## src/pkg/lsx_map.vh

```
/*
 Constants for the compact load/store/address execute unit: opcode fields,
 format codes, transfer sizes and timing counts.
 Assumes inclusion by bare name from the rtl files.
*/
`ifndef LSX_MAP_VH
`define LSX_MAP_VH

// Format selector patterns on instruction bits 15:12 (15:13 and 15:8 where needed)
`define FMT_REGOFS_TOP 4'h5
`define FMT_IMM_WB_TOP 3'h3
`define FMT_IMM_HW_TOP 4'h8
`define FMT_SPREL_TOP 4'h9
`define FMT_ADDR_TOP 4'hA
`define FMT_SPADJ_TOP 8'hB0

// Field positions
`define DST_LO 0
`define BASE_LO 3
`define OFSR_LO 6
`define OFS5_LO 6
`define WB_B_BIT 12
`define WB_L_BIT 11
`define HW_L_BIT 11
`define ROFS_L_BIT 11
`define ROFS_B_BIT 10
`define ROFS_MARK_BIT 9
`define SEL_BIT 11
`define SIGN_BIT 7
`define WIDE_DST_LO 8

// Transfer size codes
`define SZ_BYTE 2'h0
`define SZ_HALF 2'h1
`define SZ_WORD 2'h2

// Register index of the stack pointer
`define SP_INDEX 4'hD

// Pipeline timing: cycles for an address/arith op and for a memory op
`define CYC_ALU 2'h1
`define CYC_LOAD 2'h3
`define CYC_STORE 2'h2

`endif

```

## src/rtl/compact_isa_load_store_exec.v

```verilog
/*
 Execute unit for compact register-offset halfword stores and halfword/signed loads, immediate
 word/byte/halfword transfers, stack-relative transfers, address generation
 and stack adjustment.
 Assumes the fetch stage presents one instruction with its address and a
 valid strobe, holds it while busy is high, and that memory answers a
 request with memRdValid in the request cycle or some cycles later.
*/
`timescale 1ns/1ps
`include "lsx_map.vh"
module compact_isa_load_store_exec (
	clk,
	rst_n,
	instrValid,
	instr,
	instrAddr,
	busy,
	done,
	illegal,
	memReq,
	memWrite,
	memAddr,
	memSize,
	memWrData,
	memRdData,
	memRdValid,
	flagsIn,
	flagsOut,
	flagsWrite
);
	input wire clk;
	input wire rst_n;
	input wire instrValid;
	input wire [15:0] instr;
	input wire [31:0] instrAddr;
	output reg busy;
	output reg done;
	output reg illegal;
	output reg memReq;
	output reg memWrite;
	output reg [31:0] memAddr;
	output reg [1:0] memSize;
	output reg [31:0] memWrData;
	input wire [31:0] memRdData;
	input wire memRdValid;
	input wire [3:0] flagsIn;
	output reg [3:0] flagsOut;
	output reg flagsWrite;

	localparam ST_IDLE = 5'h01;
	localparam ST_READ = 5'h02;
	localparam ST_EXEC = 5'h04;
	localparam ST_MEM = 5'h08;
	localparam ST_WAIT = 5'h10;

	// Kinds of work decoded from the instruction
	localparam K_NONE = 3'h0;
	localparam K_LOAD = 3'h1;
	localparam K_STORE = 3'h2;
	localparam K_ADDR = 3'h3;
	localparam K_SPADJ = 3'h4;

	reg rstMeta_q;
	reg rstSync_q;
	wire rstSync_n;

	always @(posedge clk or negedge rst_n) begin
		if (!rst_n) begin
			rstMeta_q <= 1'b0;
			rstSync_q <= 1'b0;
		end else begin
			rstMeta_q <= 1'b1;
			rstSync_q <= rstMeta_q;
		end
	end
	assign rstSync_n = rstSync_q;

	reg [4:0] state_q;
	reg [4:0] state_d;
	reg [15:0] instr_q;
	reg [31:0] pc_q;
	reg [2:0] kind_q;
	reg [1:0] size_q;
	reg signExt_q;
	reg [1:0] addrLow_q;
	reg [1:0] waitCnt_q;

	// Decode of the latched instruction
	reg [2:0] kindDec;
	reg [1:0] sizeDec;
	reg signDec;
	reg useSp;
	reg usePc;
	reg useOfsReg;
	reg [31:0] immDec;
	reg [2:0] dstIdx;
	reg legalDec;

	always @* begin
		kindDec = K_NONE;
		sizeDec = `SZ_WORD;
		signDec = 1'b0;
		useSp = 1'b0;
		usePc = 1'b0;
		useOfsReg = 1'b0;
		immDec = 32'h00000000;
		dstIdx = instr_q[`DST_LO +: 3];
		legalDec = 1'b1;
		if (instr_q[15:12] == `FMT_REGOFS_TOP && instr_q[`ROFS_MARK_BIT]) begin
			useOfsReg = 1'b1;
			case ({instr_q[`ROFS_L_BIT], instr_q[`ROFS_B_BIT]})
				2'h0: begin
					kindDec = K_STORE;
					sizeDec = `SZ_HALF;
				end
				2'h1: begin
					kindDec = K_LOAD;
					sizeDec = `SZ_HALF;
				end
				2'h2: begin
					kindDec = K_LOAD;
					sizeDec = `SZ_BYTE;
					signDec = 1'b1;
				end
				default: begin
					kindDec = K_LOAD;
					sizeDec = `SZ_HALF;
					signDec = 1'b1;
				end
			endcase
		end else if (instr_q[15:13] == `FMT_IMM_WB_TOP) begin
			kindDec = instr_q[`WB_L_BIT] ? K_LOAD : K_STORE;
			if (instr_q[`WB_B_BIT]) begin
				sizeDec = `SZ_BYTE;
				immDec = {27'h0000000, instr_q[`OFS5_LO +: 5]};
			end else begin
				sizeDec = `SZ_WORD;
				immDec = {25'h0000000, instr_q[`OFS5_LO +: 5], 2'h0};
			end
		end else if (instr_q[15:12] == `FMT_IMM_HW_TOP) begin
			kindDec = instr_q[`HW_L_BIT] ? K_LOAD : K_STORE;
			sizeDec = `SZ_HALF;
			immDec = {26'h0000000, instr_q[`OFS5_LO +: 5], 1'b0};
		end else if (instr_q[15:12] == `FMT_SPREL_TOP) begin
			kindDec = instr_q[`HW_L_BIT] ? K_LOAD : K_STORE;
			useSp = 1'b1;
			dstIdx = instr_q[`WIDE_DST_LO +: 3];
			immDec = {22'h000000, instr_q[7:0], 2'h0};
		end else if (instr_q[15:12] == `FMT_ADDR_TOP) begin
			kindDec = K_ADDR;
			usePc = ~instr_q[`SEL_BIT];
			useSp = instr_q[`SEL_BIT];
			dstIdx = instr_q[`WIDE_DST_LO +: 3];
			immDec = {22'h000000, instr_q[7:0], 2'h0};
		end else if (instr_q[15:8] == `FMT_SPADJ_TOP) begin
			kindDec = K_SPADJ;
			useSp = 1'b1;
			immDec = {23'h000000, instr_q[6:0], 2'h0};
		end else begin
			legalDec = 1'b0;
		end
	end

	wire [31:0] baseVal;
	wire [31:0] ofsVal;
	wire [31:0] dstVal;
	wire [31:0] spVal;
	wire [31:0] extData;
	reg rfWrEn;
	reg [2:0] rfWrAddr;
	reg [31:0] rfWrData;
	reg spWrEn;
	reg [31:0] spWrData;
	reg [2:0] dstIdx_q;

	lsx_regfile regs (
		.clk(clk),
		.rstSync_n(rstSync_n),
		.rdAddrA(instr_q[`BASE_LO +: 3]),
		.rdAddrB(instr_q[`OFSR_LO +: 3]),
		.rdAddrC(dstIdx),
		.rdDataA(baseVal),
		.rdDataB(ofsVal),
		.rdDataC(dstVal),
		.spData(spVal),
		.wrEn(rfWrEn),
		.wrAddr(rfWrAddr),
		.wrData(rfWrData),
		.spWrEn(spWrEn),
		.spWrData(spWrData)
	);

	lsx_extend ext (
		.rawData(memRdData),
		.addrLow(addrLow_q),
		.size(size_q),
		.signExt(signExt_q),
		.extData(extData)
	);

	wire [31:0] pcPlus4 = instrAddr + 32'h00000004;
	wire [31:0] pcAligned = {pc_q[31:2], 1'b0, pc_q[0]};
	wire [31:0] srcVal = usePc ? pcAligned : (useSp ? spVal : baseVal);
	wire [31:0] addOperand = useOfsReg ? ofsVal : immDec;
	wire [31:0] sumVal = srcVal + addOperand;
	// sign bit picks add or subtract
	wire [31:0] spAdjVal = instr_q[`SIGN_BIT] ? (spVal - immDec) : (spVal + immDec);

	always @* begin
		state_d = state_q;
		case (state_q)
			ST_IDLE: begin
				if (instrValid) begin
					state_d = ST_READ;
				end
			end
			ST_READ: begin
				state_d = ST_EXEC;
			end
			ST_EXEC: begin
				if (kindDec == K_LOAD || kindDec == K_STORE) begin
					state_d = ST_MEM;
				end else begin
					state_d = ST_IDLE;
				end
			end
			ST_MEM: begin
				if (memRdValid) begin
					state_d = ST_WAIT;
				end
			end
			ST_WAIT: begin
				if (waitCnt_q == 2'h0) begin
					state_d = ST_IDLE;
				end
			end
			default: begin
				state_d = ST_IDLE;
			end
		endcase
	end

	always @* begin
		rfWrEn = 1'b0;
		rfWrAddr = dstIdx_q;
		rfWrData = 32'h00000000;
		spWrEn = 1'b0;
		spWrData = spAdjVal;
		if (state_q == ST_EXEC && kindDec == K_ADDR) begin
			rfWrEn = 1'b1;
			rfWrAddr = dstIdx;
			rfWrData = sumVal;
		end
		if (state_q == ST_EXEC && kindDec == K_SPADJ) begin
			spWrEn = 1'b1;
		end
		if (state_q == ST_MEM && memRdValid && kind_q == K_LOAD) begin
			rfWrEn = 1'b1;
			rfWrData = extData;
		end
	end

	always @(posedge clk or negedge rstSync_n) begin
		if (!rstSync_n) begin
			state_q <= ST_IDLE;
			instr_q <= 16'h0000;
			pc_q <= 32'h00000000;
			kind_q <= K_NONE;
			size_q <= `SZ_WORD;
			signExt_q <= 1'b0;
			addrLow_q <= 2'h0;
			waitCnt_q <= 2'h0;
			dstIdx_q <= 3'h0;
			busy <= 1'b0;
			done <= 1'b0;
			illegal <= 1'b0;
			memReq <= 1'b0;
			memWrite <= 1'b0;
			memAddr <= 32'h00000000;
			memSize <= `SZ_WORD;
			memWrData <= 32'h00000000;
			flagsOut <= 4'h0;
			flagsWrite <= 1'b0;
		end else begin
			state_q <= state_d;
			done <= 1'b0;
			illegal <= 1'b0;
			memReq <= 1'b0;
			flagsWrite <= 1'b0;
			flagsOut <= flagsIn;
			if (state_q == ST_IDLE && instrValid) begin
				instr_q <= instr;
				pc_q <= pcPlus4;
				busy <= 1'b1;
			end
			if (state_q == ST_EXEC) begin
				kind_q <= kindDec;
				size_q <= sizeDec;
				signExt_q <= signDec;
				addrLow_q <= sumVal[1:0];
				dstIdx_q <= dstIdx;
				if (kindDec == K_LOAD || kindDec == K_STORE) begin
					memReq <= 1'b1;
					memWrite <= (kindDec == K_STORE);
					memAddr <= sumVal;
					memSize <= sizeDec;
					// Byte and halfword store data replicated across lanes so any naturally aligned lane works; word data goes out as is
					case (sizeDec)
						`SZ_BYTE: memWrData <= {4{dstVal[7:0]}};
						`SZ_HALF: memWrData <= {2{dstVal[15:0]}};
						default: memWrData <= dstVal;
					endcase
					waitCnt_q <= (kindDec == K_LOAD) ? `CYC_LOAD - `CYC_STORE : 2'h0;
				end else begin
					busy <= 1'b0;
					done <= 1'b1;
					illegal <= ~legalDec;
				end
			end
			if (state_q == ST_WAIT) begin
				if (waitCnt_q == 2'h0) begin
					busy <= 1'b0;
					done <= 1'b1;
				end else begin
					waitCnt_q <= waitCnt_q - 2'h1;
				end
			end
		end
	end
endmodule

```

## src/rtl/lsx_regfile.v

```verilog
/*
 Low general register file (eight words) plus stack pointer, with
 registered read data.
 Assumes one general write port plus a stack pointer write port, and synchronous reads issued one cycle ahead.
*/
`timescale 1ns/1ps
module lsx_regfile (
	clk,
	rstSync_n,
	rdAddrA,
	rdAddrB,
	rdAddrC,
	rdDataA,
	rdDataB,
	rdDataC,
	spData,
	wrEn,
	wrAddr,
	wrData,
	spWrEn,
	spWrData
);
	input wire clk;
	input wire rstSync_n;
	input wire [2:0] rdAddrA;
	input wire [2:0] rdAddrB;
	input wire [2:0] rdAddrC;
	output reg [31:0] rdDataA;
	output reg [31:0] rdDataB;
	output reg [31:0] rdDataC;
	output reg [31:0] spData;
	input wire wrEn;
	input wire [2:0] wrAddr;
	input wire [31:0] wrData;
	input wire spWrEn;
	input wire [31:0] spWrData;

	reg [31:0] mem [0:7];
	integer i;

	always @(posedge clk or negedge rstSync_n) begin
		if (!rstSync_n) begin
			for (i = 0; i < 8; i = i + 1) begin
				mem[i] <= 32'h00000000;
			end
			spData <= 32'h00000000;
			rdDataA <= 32'h00000000;
			rdDataB <= 32'h00000000;
			rdDataC <= 32'h00000000;
		end else begin
			if (wrEn) begin
				mem[wrAddr] <= wrData;
			end
			if (spWrEn) begin
				spData <= spWrData;
			end
			rdDataA <= mem[rdAddrA];
			rdDataB <= mem[rdAddrB];
			rdDataC <= mem[rdAddrC];
		end
	end
endmodule

```

## src/rtl/lsx_extend.v

```verilog
/*
 Load data extender: picks the addressed byte or halfword out of a bus
 word and zero or sign extends it.
 Assumes little-endian lane order on the memory read bus.
*/
`timescale 1ns/1ps
`include "lsx_map.vh"
module lsx_extend (
	rawData,
	addrLow,
	size,
	signExt,
	extData
);
	input wire [31:0] rawData;
	input wire [1:0] addrLow;
	input wire [1:0] size;
	input wire signExt;
	output reg [31:0] extData;

	reg [7:0] byteVal;
	reg [15:0] halfVal;

	always @* begin
		byteVal = rawData[8*addrLow +: 8];
		halfVal = addrLow[1] ? rawData[31:16] : rawData[15:0];
		case (size)
			`SZ_BYTE: begin
				extData = {{24{signExt & byteVal[7]}}, byteVal};
			end
			`SZ_HALF: begin
				extData = {{16{signExt & halfVal[15]}}, halfVal};
			end
			default: begin
				extData = rawData;
			end
		endcase
	end
endmodule

```

## config.mk

```make
export PLATFORM = sky130hd
export DESIGN_NAME = compact_isa_load_store_exec
export DESIGN_NICKNAME = d
export VERILOG_FILES = /design/src/rtl/compact_isa_load_store_exec.v /design/src/rtl/lsx_regfile.v /design/src/rtl/lsx_extend.v
export VERILOG_INCLUDE_DIRS = /design/src /design/src/pkg
export SDC_FILE = /design/constraint.sdc
export NUM_CORES = 1
export LEC_CHECK = 0
export BUFFER_PORTS_ARGS = -buffer_cell sky130_fd_sc_hd__buf_2
export CAP_MARGIN = 20
export CORE_ASPECT_RATIO = 0.5
export CORE_MARGIN = 2
export CORE_UTILIZATION = 55
export CTS_BUF_LIST = sky130_fd_sc_hd__clkbuf_2 sky130_fd_sc_hd__clkbuf_4 sky130_fd_sc_hd__clkbuf_8
export CTS_CLUSTER_DIAMETER = 150
export DETAILED_ROUTE_END_ITERATION = 10
export GPL_TIMING_DRIVEN = 0
export PLACE_DENSITY = 0.73
export SLEW_MARGIN = 20
export SYNTH_ARGS = -nofsm -noshare
export SYNTH_HDL_FRONTEND = slang
export SYNTH_SLANG_ARGS = --single-unit
```

## constraint.sdc

```tcl
create_clock -name clk -period 38.2 [get_ports clk]
set_input_delay 7.64 -clock clk [delete_from_list [all_inputs] [get_ports clk]]
set_output_delay 7.64 -clock clk [all_outputs]
set_load 0.005 [all_outputs]
```

Yosys cells after proc, flatten, opt, wreduce, memory -nomap -nowiden

Index checks and enable logic that the tools add are counted.

Flip-flop bits (word level): 527
Latch bits: 0
RAM bits: 0
Bits in read-only memories: 0
Input bits: 88
Output and inout bits: 76
Logic and storage cells: 181
Memories kept: 0

Add/subtract/negate cells: 5
Multipliers: 0
Div/mod/pow operators: 0
$lt $le $gt $ge: 5
Equality and inequality tests: 23
Shift-type cells: 1
Multiplexer cells: 92
Bitwise logic cells: 8
Reduce and logical (&&, ||, !) cells: 15

Operators with widths:

| kind                                                 | number |
|---|---|
| 2-to-1 mux 32 bit                                    | 15 |
| binary-select mux 32 bit (select 3 bit)              | 3 |
| bitwise mux 256 bit                                  | 1 |
| one-hot mux 32 bit (2 select lines)                  | 2 |
| demux 32 bit (select 3 bit)                          | 1 |
| adder 32 bit                                         | 2 |
| 2-to-1 mux 1 bit                                     | 37 |
| 2-to-1 mux 3 bit                                     | 12 |
| adder 32 x 3 -> 32 bit (second input constant)       | 1 |
| variable part select 32 x 6 -> 8 bit                 | 1 |
| subtractor 32 bit                                    | 1 |
| 2-to-1 mux 10 bit                                    | 3 |
| one-hot mux 5 bit (5 select lines)                   | 1 |
| 2-to-1 mux 2 bit                                     | 10 |
| >= comparator 4 bit (second input constant)          | 4 |
| 2-to-1 mux 16 bit                                    | 1 |
| inverter 3 -> 4 bit                                  | 4 |
| 2-to-1 mux 5 bit                                     | 3 |
| equality test 4 bit (second input constant)          | 3 |
| equality test 3 x 2 -> 1 bit (second input constant) | 3 |
| 2-to-1 mux 9 bit                                     | 1 |
| equality test 8 bit (second input constant)          | 1 |
| zero test 2 bit                                      | 4 |
| logical AND 1 bit                                    | 7 |
| other kinds (22)                                     | 28 |

Longest topological paths before layout

Depth in word-level cells: 16
Mapped depth: 20
Gate-level depth less buffers: 19

Modules after synthesis

Synthesis repeated with hierarchy kept, for this count alone.

Cells, all modules: 2,423
Area, all modules: 30,863.4 µm²

By module, submodules not included:

| module                      | instances | cells each | area each (µm²) | sequential area each (µm²) |
|---|---|---|---|---|
| lsx_regfile                 | 1         | 1,057      | 19,407.4        | 9,609.2 |
| compact_isa_load_store_exec | 1         | 1,243      | 10,750.3        | 3,557.2 |
| lsx_extend                  | 1         | 123        | 705.7           | 0.0 |

Least setup slack after synthesis

OpenSTA, ideal clock, no wires.

Kind: input to register
Start point: input memRdData[31]
End point: register regs.mem[10] (netlist name)
Library setup time: 142 ps
Data arrival time: 9,194 ps
Data required time: 38,058 ps
Slack: 28,864 ps
Cell stages on the path: 5
Buffers on the path: 0
Cells stage by stage: mux4_2 a31oi_1 a221oi_1 a31oi_1 a21oi_1

Cells in the longest elaborated chain, start to end: 5

Ends and longest elaborated chain:

| element                              | line                              | RTL |
|---|---|---|
| start, declared                      | compact_isa_load_store_exec.v:44  | `input wire [31:0] memRdData;` |
| variable part select 32 x 6 -> 8 bit | lsx_extend.v:25                   | `byteVal = rawData[8*addrLow +: 8];` |
| bitwise AND 1 bit                    | lsx_extend.v:29                   | `extData = {{24{signExt & byteVal[7]}}, byteVal};` |
| one-hot mux 32 bit (2 select lines)  | lsx_extend.v:27                   | `case (size)` |
| 2-to-1 mux 32 bit                    | compact_isa_load_store_exec.v:257 | `if (state_q == ST_MEM && memRdValid && kind_q == K_LOAD) begin` |
| bitwise mux 256 bit                  | lsx_regfile.v:52                  | `mem[wrAddr] <= wrData;` |
| end signal, assigned by index        | lsx_regfile.v:52                  |  |
| end, declared                        | lsx_regfile.v:38                  | `reg [31:0] mem [0:7];` |

Every way passes these cells.
A chain may end at the register's enable or synchronous reset.

Worst setup path in the final report

Start point: input memRdData[31]
End point: register regs.mem[142] (netlist name)

The elaborated chain is that of the path after synthesis.

==> flow_summary_export.csv <==
group,metric,value,unit
yosys,ys_seq_area_frac,0.435,
final_layout,final_common_cell,"dfrtp_1",
grt,antenna_found_initial,15,
yosys,ys_warn_count,0,
grt,global_route.usage.total,0.400,
drt,top_layer,"met5",
final_layout,stdcell_area,0.0341,mm2
outcome,status,"completed",
drt,met2WireLength,45700,um
power_and_ir_drop,vdd_drop_max,0.0000476,V
clock_network,cts.repair.resized,0,
power_and_ir_drop,p_leak,15.3,nW
die,core,0.0541,mm2
power_and_ir_drop,powerDensity,63.9,mW/mm2
clock_network,insertion_delay,720,ps
clock_network,clockRootBuffer,"clkbuf_8",
drt,num_vias,26300,
die,rows,60,
drt,final_antenna_net_count,0,
yosys,synth_nets,3075,
worst_setup_path,slowest_stage,"a21oi_1",
final_layout,finalNetCount,3328,
place,dpl-instance-area,0.0322,mm2
timing,finalHoldViolations,0,
worst_setup_path,start_kind,"input pin",
yosys,dominantRegCellSynth,"dfrtp_1",
timing,min_period_over_period,0.263,
clock_network,htreeDepth,3,
die,dieArea,0.0570,mm2
drt,dr.pass1.iters,7,
worst_setup_path,r2r_setup_slack,32430,ps
drt,avgViaCountPerCell,6.64,
yosys,ys_ff_latch,526,
worst_setup_path,slowest_delay,940,ps
die,initial_utilization,0.560,
timing,finalSetupViolCount,0,
die,dieHeight,170,um
clock_network,cts.sinks,526,
clock_network,cts_buffers,79,
clock_network,post-cts-setup-buffers,0,
worst_setup_path,path_class,"input pin to register",
yosys,synth.cell_area,0.0303,mm2
min_path,hp-class,"register to async pin",
timing,skew,52.0,ps
worst_setup_path,critPathMaxFanout,8,
timing,period_needed,10030,ps
yosys,synth.avg_cell_area,10.4,um2
flow_run,cap_violations,0,
grt,grt_max_degree,58,
worst_setup_path,crit_family,"compound AO/OA/AOI/OAI gates",
timing,maxSlewViolCount,0,
yosys,async_flop_share,1.00,
timing,rsz0062_at_grt,"false",
grt,grt_pass1_vias,25300,
final_layout,synthToLayoutAreaGrowth,12.6,%
drt,drt-met1-wl,42500,um
clock_network,cts_tree,"built",
yosys,yosys.area.top_type,"dfrtp_1",
drt,drc_errors,0,
drt,met3_length,18700,um
worst_setup_path,path_cells,"buf_2 > mux4_2 > a31oi_1 > a221oi_1 > a21oi_1 > o21ai_0",
worst_setup_path,critPathBufInv,1,
final_layout,final_util,0.631,
yosys,syn-instance-count,2920,
worst_setup_path,crit_arrival,10560,ps
timing,worst_slew_pin_slew,1200,ps
final_layout,final_cell_mix,"522 x dfrtp_1, 423 x nand2_1, 281 x nor2_1",
drt,drt_iter0_drc,3653,
yosys,synthTopCellsByArea,"dfrtp_1 43%, mux4_2 14%, nand2_1 5.2%",
yosys,ys_types,96,
place,place.gp.congestion,1.10,
die,die_x,336,um
grt,grt_pass1_wl,164000,um
final_layout,drive_above_1_share,0.227,
timing,worst_slew_margin_rel,0.197,
worst_setup_path,worstPathRequired,38720,ps
clock_network,clkSlewWorstSetupHoldPaths,70,ps
drt,wl_per_cell,28.4,um
timing,setup_tns,0,ps
yosys,synth_enable_flop_cells,0,
place,hpwlAfterDp,84100,um
die,io_pins,164,
timing,fmax,99.7,MHz
clock_network,ctsHoldBuffers,0,
yosys,yosys.area.top_type_share,0.432,
drt,drt-total-wl,112000,um
clock_network,clockBufferDepth,3,
place,port_buffers,161,
grt,grt-ovfl-total,0,
worst_setup_path,endpoint_kind,"register",
-- per-layer routing --
metal  vias to the layer above  global-route usage
met1                     13000               0.517
met4                        12               0.166
li1                      11100                   -
met2                      1796               0.557
met5                         -              0.0187
met3                       355               0.213
-- power breakdown --
| group | internal, mW | total, mW | leakage, nW | switching, mW |
|---|---|---|---|---|
| clock network | 0.288 | 0.536 | 0.960 | 0.248 |
| registers | 0.616 | 0.669 | 7.16 | 0.0532 |
| logic | 0.357 | 0.974 | 7.22 | 0.617 |
-- cell type report --
class,count,area [um2]
Fill cell,4440,20000
Inverter,42,158
Antenna cell,8,20.0
Sequential cell,526,13200
Buffer,194,852
Tap cell,713,892
Clock inverter,24,250
Multi-Input combinational cell,2158,16100
Timing Repair Buffer,172,1090
Clock buffer,121,1550
-- synthesized netlist by cell type, types with 12 or more instances --
cell	n
nand3_1	45
mux2_2	115
buf_2	37
nand4_1	14
mux2i_1	58
nor2_1	281
clkbuf_1	121
a21oi_1	245
mux4_2	193
o21a_1	13
a21o_1	37
nor3_1	16
and2_1	27
xnor2_1	49
dfrtp_1	523
nor2b_1	18
nand2b_1	12
ha_1	65
o31ai_1	19
a31oi_1	27
xor2_1	31
inv_1	41
nand2_1	423
o21ai_0	273
buf_1	24
and3_1	17
-- worst paths after layout --
| kind | start | to | depth (start not counted) |
|---|---|---|---|
| min in group clk | rstMeta_q | rstSync_n | 0 |
| max | memRdData[31] | regs.mem[142] | 6 |
| min reg2reg | rstSync_n | regs.mem[171] | 0 |
| max in group asynchronous | rst_n | rstSync_n | 1 |
| max reg2reg | instr_q[14] | regs.mem[152] | 20 |
| min | rstSync_n | regs.mem[171] | 0 |
-- cell families after synthesis --
group,count (synthesis),synth area share
other,2,0.000248
buffers and inverters,236,0.0332
AO/OA/AOI/OAI,732,0.144
XOR/XNOR,80,0.0231
adder cells (fa/ha/maj),67,0.0282
flip-flops,526,0.435
AND/OR/NAND/NOR,911,0.130
multiplexers,366,0.206
-- flip-flops by register name, indices dropped and copies added (netlist names), 31 cells and up, named ones only --
name / count
memAddr: 32
memWrData: 32
pc_q: 31
regs.mem: 256
regs.rdDataA: 32
regs.rdDataB: 32
regs.rdDataC: 32
regs.spData: 32
-- per-stage QoR --
stage | hold WS, ps | total power, mW | worst slack (ps) | std cells
after floorplan | 331 | 1.32 | 22460 | 2920
after global placement | 337 | 1.61 | 16700 | 3794
after detailed placement | 267 | 1.62 | 27600 | 3804
after CTS | 273 | 2.15 | 28300 | 3949
after global routing | 295 | 2.27 | 28220 | 3952
final | 256 | 2.18 | 28170 | 3958
No activity file was read; power rests on OpenSTA's default activity.
